[src/design/eebs_defs.vh]
/*
 Constants for the exception entry bus sequencer: access kinds, address
 offsets and vector table layout. Included by the sequencer and its address helper.
*/
`ifndef EEBS_DEFS_VH
`define EEBS_DEFS_VH

// Bus access kinds
`define EEBS_ACC_IDLE   2'h0
`define EEBS_ACC_READ   2'h1
`define EEBS_ACC_WRITE  2'h2

// Word step and the vector's second half
`define EEBS_WORD_STEP  32'h0000_0002
`define EEBS_VEC_HI_OFS 32'h0000_0002

// Vector table layout
`define EEBS_RST_VEC_NUM 8'h00
`define EEBS_VEC_SZ_NRM  32'h0000_0002
`define EEBS_VEC_SZ_ADV  32'h0000_0004

`endif

[src/design/eebs_vec_addr.v]
/*
 Vector location helper: turns an exception number into the vector's byte
 address for normal (2-byte) or advanced (4-byte) vector tables.
 Assumes a table based at address zero.
*/
`timescale 1ns/100ps
`include "eebs_defs.vh"

module eebs_vec_addr (
  // Select
  input  wire [7:0]  vec_num,
  input  wire        adv_mode,
  // Result
  output wire [31:0] vec_loc
);

  wire [31:0] num_w;

  assign num_w   = {24'h00_0000, vec_num};
  // Table index scaled by the entry size
  assign vec_loc = adv_mode ? (num_w << 2) : (num_w << 1);

endmodule // eebs_vec_addr

[src/design/eebs_seq.v]
/*
 Exception entry bus sequencer. Issues the bus cycles for reset and
 interrupt entry, normal and advanced mode, one bus cycle per clock.
 Assumes a memory bus that answers every read in the same cycle with
 rd_data (combinational), and a core that holds its inputs steady while
 busy is high.
*/
`timescale 1ns/100ps
`include "eebs_defs.vh"

module eebs_seq (
  // Clock and reset
  input  wire        clk,
  input  wire        sys_rst,
  // Core request
  input  wire        rst_req,
  input  wire        irq_req,
  input  wire [7:0]  irq_vec_num,
  input  wire        adv_mode,
  input  wire        wake,
  input  wire [31:0] pc_in,
  input  wire [31:0] sp_in,
  input  wire [15:0] ext_ctl_in,
  // Memory bus
  input  wire [15:0] rd_data,
  output reg  [1:0]  bus_acc,
  output reg  [31:0] bus_addr,
  output reg  [15:0] wr_data,
  output reg         bus_lock,
  // Status
  output reg         busy,
  output reg         done,
  output reg  [31:0] sp_out,
  output reg  [31:0] start_addr
);

  localparam [10:0] S_IDLE = 11'h001;
  localparam [10:0] S_PRE  = 11'h002;
  localparam [10:0] S_INT1 = 11'h004;
  localparam [10:0] S_PSHL = 11'h008;
  localparam [10:0] S_PSHH = 11'h010;
  localparam [10:0] S_PSHX = 11'h020;
  localparam [10:0] S_VEC0 = 11'h040;
  localparam [10:0] S_VEC1 = 11'h080;
  localparam [10:0] S_INT2 = 11'h100;
  localparam [10:0] S_CODE = 11'h200;
  localparam [10:0] S_FIN  = 11'h400;

  reg  [10:0] st_r;
  reg  [10:0] st_nxt;
  reg         is_irq_r;
  reg         adv_r;
  reg  [7:0]  vnum_r;
  reg  [31:0] pc_r;
  reg  [31:0] sp_r;
  reg  [15:0] xc_r;
  reg  [31:0] vec_r;
  reg         code2_r;
  reg  [1:0]  acc_nxt;
  reg  [31:0] addr_nxt;
  reg  [15:0] wd_nxt;
  reg         lock_nxt;
  wire [31:0] vec_loc;

  // Pre-decrement, one word
  function [31:0] push_sp;
    input [31:0] sp;
    begin
      push_sp = sp - `EEBS_WORD_STEP;
    end
  endfunction

  eebs_vec_addr u_vec (
    .vec_num  (vnum_r),
    .adv_mode (adv_r),
    .vec_loc  (vec_loc)
  );

  // Next state and the bus cycle issued in the state being entered
  always @* begin
    st_nxt   = st_r;
    acc_nxt  = `EEBS_ACC_IDLE;
    addr_nxt = 32'h0000_0000;
    wd_nxt   = 16'h0000;
    lock_nxt = 1'b0;
    case (st_r)
      S_IDLE:
        st_nxt = S_IDLE;
      S_PRE:
        st_nxt = S_INT1;
      S_INT1:
        st_nxt = is_irq_r ? S_PSHL : S_CODE;
      S_PSHL:
        st_nxt = S_PSHH;
      S_PSHH:
        st_nxt = S_PSHX;
      S_PSHX:
        st_nxt = S_VEC0;
      S_VEC0:
        st_nxt = adv_r ? S_VEC1 : (is_irq_r ? S_INT2 : S_INT1);
      S_VEC1:
        st_nxt = is_irq_r ? S_INT2 : S_INT1;
      S_INT2:
        st_nxt = S_CODE;
      S_CODE:
        st_nxt = code2_r ? S_FIN : S_CODE;
      S_FIN:
        st_nxt = S_IDLE;
      default:
        st_nxt = S_IDLE;
    endcase
    case (st_nxt)
      S_PRE: begin
        acc_nxt  = wake ? `EEBS_ACC_IDLE : `EEBS_ACC_READ;
        addr_nxt = wake ? 32'h0000_0000 : pc_in + `EEBS_WORD_STEP;
      end
      S_PSHL: begin
        acc_nxt  = `EEBS_ACC_WRITE;
        addr_nxt = push_sp(sp_r);
        wd_nxt   = pc_r[15:0];
      end
      S_PSHH: begin
        acc_nxt  = `EEBS_ACC_WRITE;
        addr_nxt = push_sp(sp_r);
        wd_nxt   = pc_r[31:16];
      end
      S_PSHX: begin
        acc_nxt  = `EEBS_ACC_WRITE;
        addr_nxt = push_sp(sp_r);
        wd_nxt   = xc_r;
      end
      S_VEC0: begin
        acc_nxt  = `EEBS_ACC_READ;
        addr_nxt = vec_loc;
        lock_nxt = adv_r & is_irq_r;
      end
      S_VEC1: begin
        acc_nxt  = `EEBS_ACC_READ;
        addr_nxt = vec_r + `EEBS_VEC_HI_OFS;
      end
      S_CODE: begin
        acc_nxt  = `EEBS_ACC_READ;
        addr_nxt = (st_r == S_CODE) ? start_addr + `EEBS_WORD_STEP
                                    : start_addr;
      end
      default: begin
        acc_nxt  = `EEBS_ACC_IDLE;
        addr_nxt = 32'h0000_0000;
      end
    endcase
  end

  always @(posedge clk) begin
    if (sys_rst) begin
      st_r       <= S_IDLE;
      is_irq_r   <= 1'b0;
      adv_r      <= 1'b0;
      vnum_r     <= 8'h00;
      pc_r       <= 32'h0000_0000;
      sp_r       <= 32'h0000_0000;
      xc_r       <= 16'h0000;
      vec_r      <= 32'h0000_0000;
      code2_r    <= 1'b0;
      bus_acc    <= `EEBS_ACC_IDLE;
      bus_addr   <= 32'h0000_0000;
      wr_data    <= 16'h0000;
      bus_lock   <= 1'b0;
      busy       <= 1'b0;
      done       <= 1'b0;
      sp_out     <= 32'h0000_0000;
      start_addr <= 32'h0000_0000;
    end else begin
      done <= 1'b0;
      if (st_r == S_IDLE && (rst_req || irq_req)) begin
        // Reset entry wins over an interrupt in the same cycle
        is_irq_r <= ~rst_req;
        adv_r    <= adv_mode;
        vnum_r   <= rst_req ? `EEBS_RST_VEC_NUM : irq_vec_num;
        pc_r     <= pc_in;
        sp_r     <= sp_in;
        xc_r     <= ext_ctl_in;
        code2_r  <= 1'b0;
        busy     <= 1'b1;
        if (rst_req) begin
          st_r     <= S_VEC0;
          bus_acc  <= `EEBS_ACC_READ;
          // Reset vector number is zero, so its location is zero in
          // either table size; a stale interrupt vector must not leak in
          bus_addr <= 32'h0000_0000;
          vec_r    <= 32'h0000_0000;
          bus_lock <= 1'b0;
          wr_data  <= 16'h0000;
        end else begin
          st_r     <= S_PRE;
          bus_acc  <= wake ? `EEBS_ACC_IDLE : `EEBS_ACC_READ;
          bus_addr <= wake ? 32'h0000_0000
                           : pc_in + `EEBS_WORD_STEP;
          bus_lock <= 1'b0;
          wr_data  <= 16'h0000;
        end
      end else if (st_r != S_IDLE) begin
        st_r     <= st_nxt;
        bus_acc  <= acc_nxt;
        bus_addr <= addr_nxt;
        wr_data  <= wd_nxt;
        bus_lock <= lock_nxt;
        if (st_nxt == S_PSHL || st_nxt == S_PSHH || st_nxt == S_PSHX) begin
          sp_r <= push_sp(sp_r);
        end
        if (st_nxt == S_VEC0) begin
          vec_r <= vec_loc;
        end
        // Capture the vector words as they are read
        if (st_r == S_VEC0) begin
          if (adv_r) begin
            start_addr[31:16] <= rd_data;
          end else begin
            start_addr <= {16'h0000, rd_data};
          end
        end
        if (st_r == S_VEC1) begin
          start_addr[15:0] <= rd_data;
        end
        if (st_r == S_CODE) begin
          code2_r <= 1'b1;
        end
        if (st_nxt == S_FIN) begin
          busy   <= 1'b0;
          done   <= 1'b1;
          sp_out <= sp_r;
        end
      end
    end
  end

endmodule // eebs_seq

[config.mk]
export PLATFORM = sky130hd
export DESIGN_NAME = eebs_seq
export DESIGN_NICKNAME = d
export VERILOG_FILES = /design/src/design/eebs_vec_addr.v /design/src/design/eebs_seq.v
export VERILOG_INCLUDE_DIRS = /design/src /design/src/design
export SDC_FILE = /design/constraint.sdc
export NUM_CORES = 1
export LEC_CHECK = 0
export CAP_MARGIN = 20
export CELL_PAD_IN_SITES_DETAIL_PLACEMENT = 1
export CELL_PAD_IN_SITES_GLOBAL_PLACEMENT = 1
export CORE_MARGIN = 2
export CORE_UTILIZATION = 40
export DETAILED_ROUTE_END_ITERATION = 12
export DONT_BUFFER_PORTS = 1
export GPL_TIMING_DRIVEN = 0
export PLACE_DENSITY_LB_ADDON = 0.08
export SETUP_SLACK_MARGIN = 0.02
export SLEW_MARGIN = 20
export SYNTH_ARGS = -nofsm -noshare
export SYNTH_HDL_FRONTEND = slang
export SYNTH_SLANG_ARGS = --single-unit
[constraint.sdc]
create_clock -name clk -period 6.64 [get_ports clk]
set_input_delay 0.664 -clock clk [delete_from_list [all_inputs] [get_ports clk]]
set_output_delay 0.664 -clock clk [all_outputs]
set_load 0.01 [all_outputs]
==> flow_summary.ini, run 1 <==
[run_status]
status = complete, no violations

[timing]
max_freq_mhz = 262
fin_worst_skew_ps = 10.3
timing.slew.headroom_pct = 24.6
period_needed_ps = 3820
setup_viol = 0
drv_slew = 0
rsz0062_at_grt = false
finalSetupTns_ps = 0
hold_viol = 0
fin_crit_sh_pct = 57.6
worst_pin_slew_ps = 1120

[place]
place_inst = 1793
dp_hpwl_mm = 36.5
place_area_um2 = 11900
io_buffers = 0
place_congestion = 0.956

[synthesis]
synth_cells = 1415
syn_avg_cell_area_um2 = 8.06
syn_area_um2 = 11400
synth-edff-count = 0
ys_types = 70
synth.area.top_cells = dfxtp_1 (40%), nand2_1 (7.5%), a21oi_1 (6.1%)
ys.warnings.count = 0
syn_nets = 1529
synth_top_area_cell = dfxtp_1
synth_top_area_share_pct = 40.0
synth_async_sr_flop_share_pct = 0
synthFlopType = dfxtp_1
synth-seq-cells = 228
ys_seq_area_share_pct = 40.0

[global_route]
grt_use_met2_pct = 48.2
use_met1_pct = 39.7
grt.overflow.total = 0
grt_pass1_wl_mm = 70.0
grt_max_degree = 13
antenna_found_initial = 1
grtUsageMet3_pct = 8.80
grt-busiest-layer = met2
grt_pass1_vias = 10900
track_usage_pct = 30.5

[clock_tree]
clk_latency_ps = 540
htree_levels = 1
ctsLongestPathBuffers = 3
cts_root_buf = clkbuf_16
cts_tree = built
holdBufCountCts = 0
post_cts_buffers = 0
cts.sinks = 228
cts-resized-gates = 0
cts_buffers = 27
clk_pin_slew_ps = 60

[final_layout]
layout_commonest_cell = dfxtp_1
final_cell_mix = dfxtp_1 (228), nand2_1 (227), a21oi_1 (139)
drive_above_1_share_pct = 5.54
fin_util_pct = 45.5
final_cell_area_um2 = 12700
n_fill_cell = 3469
area_delta_synth_final_pct = 11.5
fin_cells = 1840
nNetsFinal = 1558

[routing]
vias_per_cell = 5.98
routed_wl_mm = 46.7
drc = 0
avgRoutedWirePerCell_um = 25.4
drtAntennaViolNets = 0
vias = 11000
drt_iter0_markers = 756
drt_first_pass_iters = 5

[worst_setup_path]
reg2reg_setup_slack_ps = 2820
worst_ep_required_time_ps = 7040
critical_path_arrival_ps = 4230
cp-start-kind = flop
cpPeakStageDelay_ps = 730
crit_path_top_delay_cell = a221oi_1
r2r_end = bus_addr[31]$_SDFFE_PP0P_
path_cells = inv_1, ha_1, nor3b_1, nand4b_1, clkbuf_1, nor4_1, xor2_1, a221oi_1, a21oi_1
critical_path_peak_fanout = 10
worstRegToRegCells = 9
cp-startpoint = sp_r[1]$_SDFFE_PP0P_
crit_path_end_kind = flop
path_class = reg -> reg
critical_path_buf_inv_count = 2
critPathTopFamily = simple AND/OR/NAND/NOR gates
r2r_start = sp_r[1]$_SDFFE_PP0P_

[job]
drv_cap = 0

[power]
power.leakage_uw = 0.00443
ir_drop_mv = 0.201
pwr_density_cell_nw_per_um2 = 288

[floorplanning]
die_w_um = 173
die_area_um2 = 29900
die_h_um = 173
initial_core_util_pct = 40.8
num_rows = 61
ioPinCount = 227
fp.coreArea_um2 = 27900

[worst_hold_path]
hold_end = vnum_r[7]$_SDFFE_PP0P_
whs_path_depth = 1
hp-start = irq_vec_num[7]
hold_path.class = in -> reg
-- stage by stage --
stage                     hold slack [ps]  total power, uW  setup WS (ps)
after floorplan                       432             2010           4210
after global routing                  240             3820           2670
after global placement                439             2250           3010
final                                 249             3660           2820
after CTS                             240             3670           2920
after detailed placement              447             2260           2940
-- metal layers --
| layer | vias up | share of wire, % |
|---|---|---|
| met5 | - | 0 |
| li1 | 5130 | - |
| met1 | 5339 | 43 |
| met3 | 97 | 9.2 |
| met4 | 0 | 3.6 |
| met2 | 432 | 44 |
-- final cells by class --
| cell class | count | area (um2) | area share (%) |
|---|---|---|---|
| multi-input cells | 1060 | 6340 | 49.8 |
| flip-flops and latches | 228 | 4560 | 35.9 |
| clock buffers | 40 | 764 | 6.01 |
| well taps | 378 | 473 | 3.72 |
| plain buffers | 108 | 453 | 3.56 |
| inverters | 19 | 71.3 | 0.561 |
| clock inverters | 6 | 55.1 | 0.433 |
| diodes | 1 | 2.50 | 0.0197 |
-- Yosys cell counts, types with 3 or more instances --
cell type and count:
clkbuf_1 75, inv_1 19, o21bai_1 14, mux2i_1 23, nor3_1 56, o31ai_1 4, nor3b_1 5, nand2b_1 5
a2111oi_0 6, buf_1 7, nand4_1 28, and4_1 11, buf_2 23, a211oi_1 40, o211ai_1 4, nor2_1 127
a22oi_1 36, o21ai_0 13, nand2_1 227, dfxtp_1 228, xnor2_1 43, or3_1 8, nand4b_1 3, a22o_1 25
o22ai_1 5, and3_1 12, ha_1 4, o221ai_1 3, a21oi_1 139, and2_1 9, nor4_1 25, nor4b_1 7
a221oi_1 16, nand3_1 34, or4_1 11, xor2_1 72
-- how the worst max path moves through the flow --
| stage | to | depth (start not counted) |
|---|---|---|
| global route | bus_addr[31]$_SDFFE_PP0P_ | 9 |
| global placement | bus_addr[31]$_SDFFE_PP0P_ | 9 |
| floorplan | bus_addr[31]$_SDFFE_PP0P_ | 9 |
| finish | bus_addr[31]$_SDFFE_PP0P_ | 9 |
| detailed placement | bus_addr[31]$_SDFFE_PP0P_ | 9 |
| CTS | bus_addr[31]$_SDFFE_PP0P_ | 9 |
-- registers in the layout (all words and copies together), names as in the netlist --
| name | flops |
|---|---|
| st_r | 11 |
| done | 1 |
| is_irq_r | 1 |
| bus_acc | 2 |
| xc_r | 16 |
| wr_data | 16 |
| adv_r | 1 |
| bus_addr | 32 |
| sp_r | 32 |
| vec_r | 9 |
| start_addr | 32 |
| pc_r | 32 |
| bus_lock | 1 |
| code2_r | 1 |
| vnum_r | 8 |
| busy | 1 |
| sp_out | 32 |
-- power breakdown --
part           switching, uW  total (uW)  internal, uW
Sequential               105        1570          1460
Clock                    590        1410           825
Combinational            473         683           209
-- kinds of logic after synthesis --
logic type / Yosys count / synth area share (%)
simple gates: 587 / 24.9
flops: 228 / 40.0
compound gates: 331 / 19.2
fa+ha+maj: 4 / 0.439
xor+xnor: 115 / 8.83
buf+inv: 127 / 4.60
mux: 23 / 2.02
-- worst register-to-register path: stages, from the launching register on --
cell and delay, ps:
dfxtp_1 370, inv_1 140, ha_1 220, nor3b_1 720, nand4b_1 280, clkbuf_1 320
nor4_1 620, xor2_1 140, a221oi_1 730, a21oi_1 150
Note: power is estimated with default switching activity, not from simulation.
==> run 2: changes to the inputs <==
--- a/config.mk
+++ b/config.mk
@@ -6,6 +6,7 @@
 export SDC_FILE = /design/constraint.sdc
 export NUM_CORES = 1
 export LEC_CHECK = 0
+export ABC_AREA = 1
 export CAP_MARGIN = 20
 export CELL_PAD_IN_SITES_DETAIL_PLACEMENT = 1
 export CELL_PAD_IN_SITES_GLOBAL_PLACEMENT = 1
==> constraint.sdc (replaced) <==
create_clock -name clk -period 3.8 [get_ports clk]
set_input_delay 0.38 -clock clk [delete_from_list [all_inputs] [get_ports clk]]
set_output_delay 0.38 -clock clk [all_outputs]
set_load 0.01 [all_outputs]
==> flow_summary.ini, run 2 <==
[worst_setup_path]
worstRegToRegCells = 7
reg2reg_setup_slack_ps = 940
r2r_end = sp_out[2]$_SDFFE_PP0P_
crit_path_end_kind = flop
r2r_start = st_r[10]$_SDFFE_PP0P_
critical_path_arrival_ps = 3240
worst_ep_required_time_ps = 4180
cp-startpoint = st_r[10]$_SDFFE_PP0P_
worst_setup_path_endpoint = sp_out[2]$_SDFFE_PP0P_
cp-start-kind = flop
path_class = reg -> reg
critical_path_peak_fanout = 10

[worst_hold_path]
whs_path_depth = 2
hp-start = rd_data[1]
hold_path.class = in -> reg

[timing]
period_needed_ps = 2860
fin_crit_sh_pct = 75.2
fin_worst_skew_ps = 13.7
max_freq_mhz = 350
timing.slew.headroom_pct = 32.6
fin_hold_ws_ps = 14.9
hold_viol = 0
setup_slack_ps = 944
rsz0062_at_grt = false
finalSetupTns_ps = 0
drv_slew = 0
setup_viol = 0
worst_pin_slew_ps = 1000

[routing]
drtAntennaViolNets = 0
vias_per_cell = 5.60
drt_iter0_markers = 832
vias = 12100
routed_wl_mm = 52.3
drt_first_pass_iters = 5
avgRoutedWirePerCell_um = 24.3
drc = 0

[floorplanning]
die_area_um2 = 31100
num_rows = 63
die_h_um = 176
initial_core_util_pct = 40.4
fp.coreArea_um2 = 29400
die_w_um = 176
ioPinCount = 227

[synthesis]
synth-edff-count = 0
synth_async_sr_flop_share_pct = 0
synth_top_area_share_pct = 38.5
syn_area_um2 = 11900
synth_top_area_cell = dfxtp_1
synth_commonest_cells = nand2_1 (330), dfxtp_1 (228), inv_1 (184)
synth.most_common_cell = nand2_1
ys.warnings.count = 0
ys_types = 61
synth.area.top_cells = dfxtp_1 (38%), nand2_1 (10%), o21ai_0 (6.4%)
syn_nets = 1790
synth_cells = 1676
syn_avg_cell_area_um2 = 7.08
synth-seq-cells = 228
ys_seq_area_share_pct = 38.5
synthFlopType = dfxtp_1

[job]
drv_cap = 0

[global_route]
grtUsageMet3_pct = 9.07
track_usage_pct = 33.1
grt_max_degree = 14
use_met1_pct = 41.1
grt.overflow.total = 0
antenna_found_initial = 1
grt_use_met2_pct = 54.8
grt_pass1_vias = 12400
grt_pass1_wl_mm = 77.3
grt-busiest-layer = met2

[place]
io_buffers = 0
dp_slack_ps = 1000
dp_hpwl_mm = 41.0
place_congestion = 0.952

[clock_tree]
clk_pin_slew_ps = 60
clk_latency_ps = 550
cts_tree = built
ctsLongestPathBuffers = 3
cts_root_buf = clkbuf_16
cts.sinks = 228
cts_buffers = 27
post_cts_buffers = 0
htree_levels = 1

[final_layout]
area_delta_synth_final_pct = 14.7
drive_above_1_share_pct = 8.45
n_fill_cell = 3756
layout_commonest_cell = nand2_1
final_cell_mix = nand2_1 (330), dfxtp_1 (228), inv_1 (184)
nNetsFinal = 1858
antenna_cells = 0

[power]
pwr_density_cell_nw_per_um2 = 517
power_uw = 7040
power.leakage_uw = 0.00545
ir_drop_mv = 0.361

[run_status]
status = complete, no violations
-- run 2: layer usage --
| layer | part of all wire [%] | routed length, um |
|---|---|---|
| met4 | 4.2 | 2210 |
| met5 | 0.025 | 13 |
| met2 | 46 | 23900 |
| met1 | 42 | 22100 |
| met3 | 7.7 | 4050 |
-- run 2: worst max-delay path, cell delays in order (launching register included) --
cell	delay, ps
dfxtp_1	330
nor3_2	480
nand2_4	160
nor2_1	780
inv_1	440
clkbuf_1	320
nand2_1	110
a21oi_1	70
-- run 2: how the worst min path moves through the flow --
stage	endpoint	slack [ps]
after global placement	pc_r[14]$_SDFFE_PP0P_	440
after floorplan	pc_r[17]$_SDFFE_PP0P_	430
after global routing	xc_r[13]$_SDFFE_PP0P_	30
after detailed placement	pc_r[9]$_SDFFE_PP0P_	450
final	start_addr[1]$_SDFFE_PP0P_	10
after CTS	pc_r[11]$_SDFFE_PP0P_	2
-- run 2: metrics by stage --
stage / std cells / cell area [um2] / util (%)
6_report: 2154 / 13600 / 46.3
2_1_floorplan: 1676 / 11900 / -
3_5_place_dp: 2066 / 12400 / 42.0
3_3_place_gp: 2066 / 12400 / 42.0
5_1_grt: 2154 / 13600 / 46.3
4_1_cts: 2154 / 13600 / 46.3
-- run 2: final cells by class --
class	count	area [um2]	share of cell area, %
tap	390	488	3.59
multi-input combinational	1175	6200	45.6
timing repair buffer	39	390	2.87
buffer	76	363	2.67
clock inverter	8	75.1	0.552
inverter	197	742	5.45
clock buffer	41	788	5.79
sequential	228	4560	33.5
-- run 2: report_power, final --
group	switching (uW)	leakage [uW]	internal, uW
Sequential	247	0.00186	2620
Clock	1080	0.000424	1490
Combinational	1140	0.00316	457
-- run 2: kinds of logic after synthesis --
family | Yosys count | synth area share [%]
buffers and inverters | 273 | 9.31
AO/OA/AOI/OAI | 400 | 20.3
adder cells (fa/ha/maj) | 4 | 0.422
multiplexers | 1 | 0.0843
AND/OR/NAND/NOR | 714 | 27.3
XOR/XNOR | 56 | 4.13
flip-flops | 228 | 38.5
-- run 2: repair_timing --
action                    in CTS  in global routing
hold endpoints to repair      46                  0
gates resized for setup        0                  0
hold buffers                  39                  0
==> run 3: changes to the inputs <==
==> constraint.sdc (replaced) <==
create_clock -name clk -period 2.7 [get_ports clk]
set_input_delay 0.27 -clock clk [delete_from_list [all_inputs] [get_ports clk]]
set_output_delay 0.27 -clock clk [all_outputs]
set_load 0.01 [all_outputs]
==> flow_summary.ini, run 3 (synthesis results as in run 2) <==
[floorplanning]
fp.coreArea_um2 = 29400
initial_core_util_pct = 40.4
num_rows = 63
die_h_um = 176
die_area_um2 = 31100
ioPinCount = 227
die_w_um = 176

[global_route]
grt_max_degree = 14
grt.overflow.total = 0
grt_pass1_vias = 13000
antenna_found_initial = 0
track_usage_pct = 34.4
grt_pass1_wl_mm = 80.8

[timing]
hold_viol = 0
rsz0062_at_grt = false
timing.slew.headroom_pct = 32.9
drv_slew = 0
setup_viol = 0
fin_crit_sh_pct = 97.0
max_freq_mhz = 382
finalSetupTns_ps = 0
period_needed_ps = 2620
worst_pin_slew_ps = 997
fin_worst_skew_ps = 14.6
fin_hold_ws_ps = 6.52

[power]
power.leakage_uw = 0.00572
ir_drop_mv = 0.507
power_frac_comb_pct = 23.4
power.switching_uw = 3550
switching_share_pct = 35.3
power_frac_seq_pct = 40.3
clockPowerShare_pct = 36.3
p_int_uw = 6500
pwr_density_cell_nw_per_um2 = 703

[routing]
avgRoutedWirePerCell_um = 24.5
vias = 12600
drc = 0
drt_iter0_markers = 841
drtAntennaViolNets = 0
drt_first_pass_iters = 5
vias_per_cell = 5.68
routed_wl_mm = 54.3

[worst_setup_path]
cp-startpoint = st_r[7]$_SDFFE_PP0P_
crit_path_top_delay_cell = a21oi_2
crit_path_end_kind = flop
critical_path_peak_fanout = 10
cpPeakStageDelay_ps = 490
r2r_start = st_r[7]$_SDFFE_PP0P_
path_class = reg -> reg
path_cells = nor2_2, nand2_4, nor2_2, nand2_1, o21ai_0, a21oi_2, inv_4, nand3b_1, o211ai_1, a211oi_1, nor2_1
cp-start-kind = flop
cpMostUsedCell = nor2_2
critical_path_arrival_ps = 3040
worst_ep_required_time_ps = 3130

[place]
place_area_um2 = 12400
place_inst = 2066
dp_hpwl_mm = 41.0
io_buffers = 0
place_congestion = 0.952

[run_status]
status = complete, no violations

[clock_tree]
cts.sinks = 228
cts_buffers = 27
htree_levels = 1
cts_tree = built
clk_latency_ps = 560
clk_pin_slew_ps = 60
cts_root_buf = clkbuf_16
ctsLongestPathBuffers = 3
post_cts_buffers = 0

[final_layout]
fin_cells = 2222
nNetsFinal = 1924
drive_above_1_share_pct = 8.31
final_cell_area_um2 = 14300
final_cell_mix = nand2_1 (330), dfxtp_1 (228), inv_1 (184)
n_fill_cell = 3730
layout_commonest_cell = nand2_1
area_delta_synth_final_pct = 20.4

[worst_hold_path]
hp-start = pc_in[27]
hold_path.class = in -> reg

[job]
drv_cap = 0
[run 3: cell count changes in the layout (fill, tap and decap cells not counted)]
| cell | previous run | this run |
|---|---|---|
| dlygate4sd3_1 | 39 | 105 |
| nor2_1 | 183 | 182 |
| clkbuf_1 | 49 | 48 |
| clkinvlp_4 | 1 | 2 |
| clkinv_1 | 5 | 4 |
| nor2_4 | 9 | 10 |
| diode_2 | 0 | 2 |
| clkbuf_2 | 1 | 2 |
[run 3: per-layer routing]
| metal | global-route usage [%] | routed length [um] |
|---|---|---|
| met2 | 57.1 | 24800 |
| met5 | 0 | 0 |
| met1 | 44.4 | 23300 |
| met3 | 6.42 | 3870 |
| met4 | 13.0 | 2370 |
[run 3: final timing paths]
path / cells past startpoint / slack, ps / end
setup / recovery: 11 / 80 / bus_addr[6]$_SDFFE_PP0P_
hold / removal: 3 / 7 / bus_addr[27]$_SDFFE_PP0P_
setup reg to reg: 11 / 80 / bus_addr[6]$_SDFFE_PP0P_
hold reg to reg: 2 / 460 / pc_r[29]$_SDFFE_PP0P_
[run 3: through the flow]
step	utilization (%)	power (uW)	worst slack [ps]
3_3_place_gp	42.0	6190	4.72
4_1_cts	48.5	10000	151
5_1_grt	48.6	10500	23.4
6_report	48.6	10000	81.9
3_5_place_dp	42.0	6250	-97.2
2_1_floorplan	-	5420	844
[run 3: area by class of cell]
type	count	area [um2]	share of cell area, %
Antenna cell	2	5.00	0.0350
Buffer	76	364	2.55
Clock buffer	41	788	5.52
Clock inverter	8	75.1	0.525
Inverter	197	746	5.22
Multi-Input combinational cell	1175	6210	43.4
Sequential cell	228	4560	31.9
Tap cell	390	488	3.42
Timing Repair Buffer	105	1050	7.36
[run 3: power groups by stage]
stage | sequential [uW] | clock, uW | combinational (uW)
floorplan | 3980 | 0 | 1440
global placement | 4090 | 0 | 2100
detailed placement | 4100 | 0 | 2160
CTS | 4030 | 3670 | 2310
global route | 4080 | 3820 | 2570
finish | 4050 | 3650 | 2360
[run 3: critical path, delay by kind of cell, from the launching register on]
kind,cells,cell delay [ps]
buf+inv,1,160
flops,1,430
compound gates,4,1240
simple gates,6,660
[run 3: repair_timing]
item / 4_1_cts / 5_1_grt
endpoints found under the hold margin: 120 / 0
hold buffers: 105 / 0
setup endpoints to repair: 30 / 15
gates resized for setup: 1 / 4
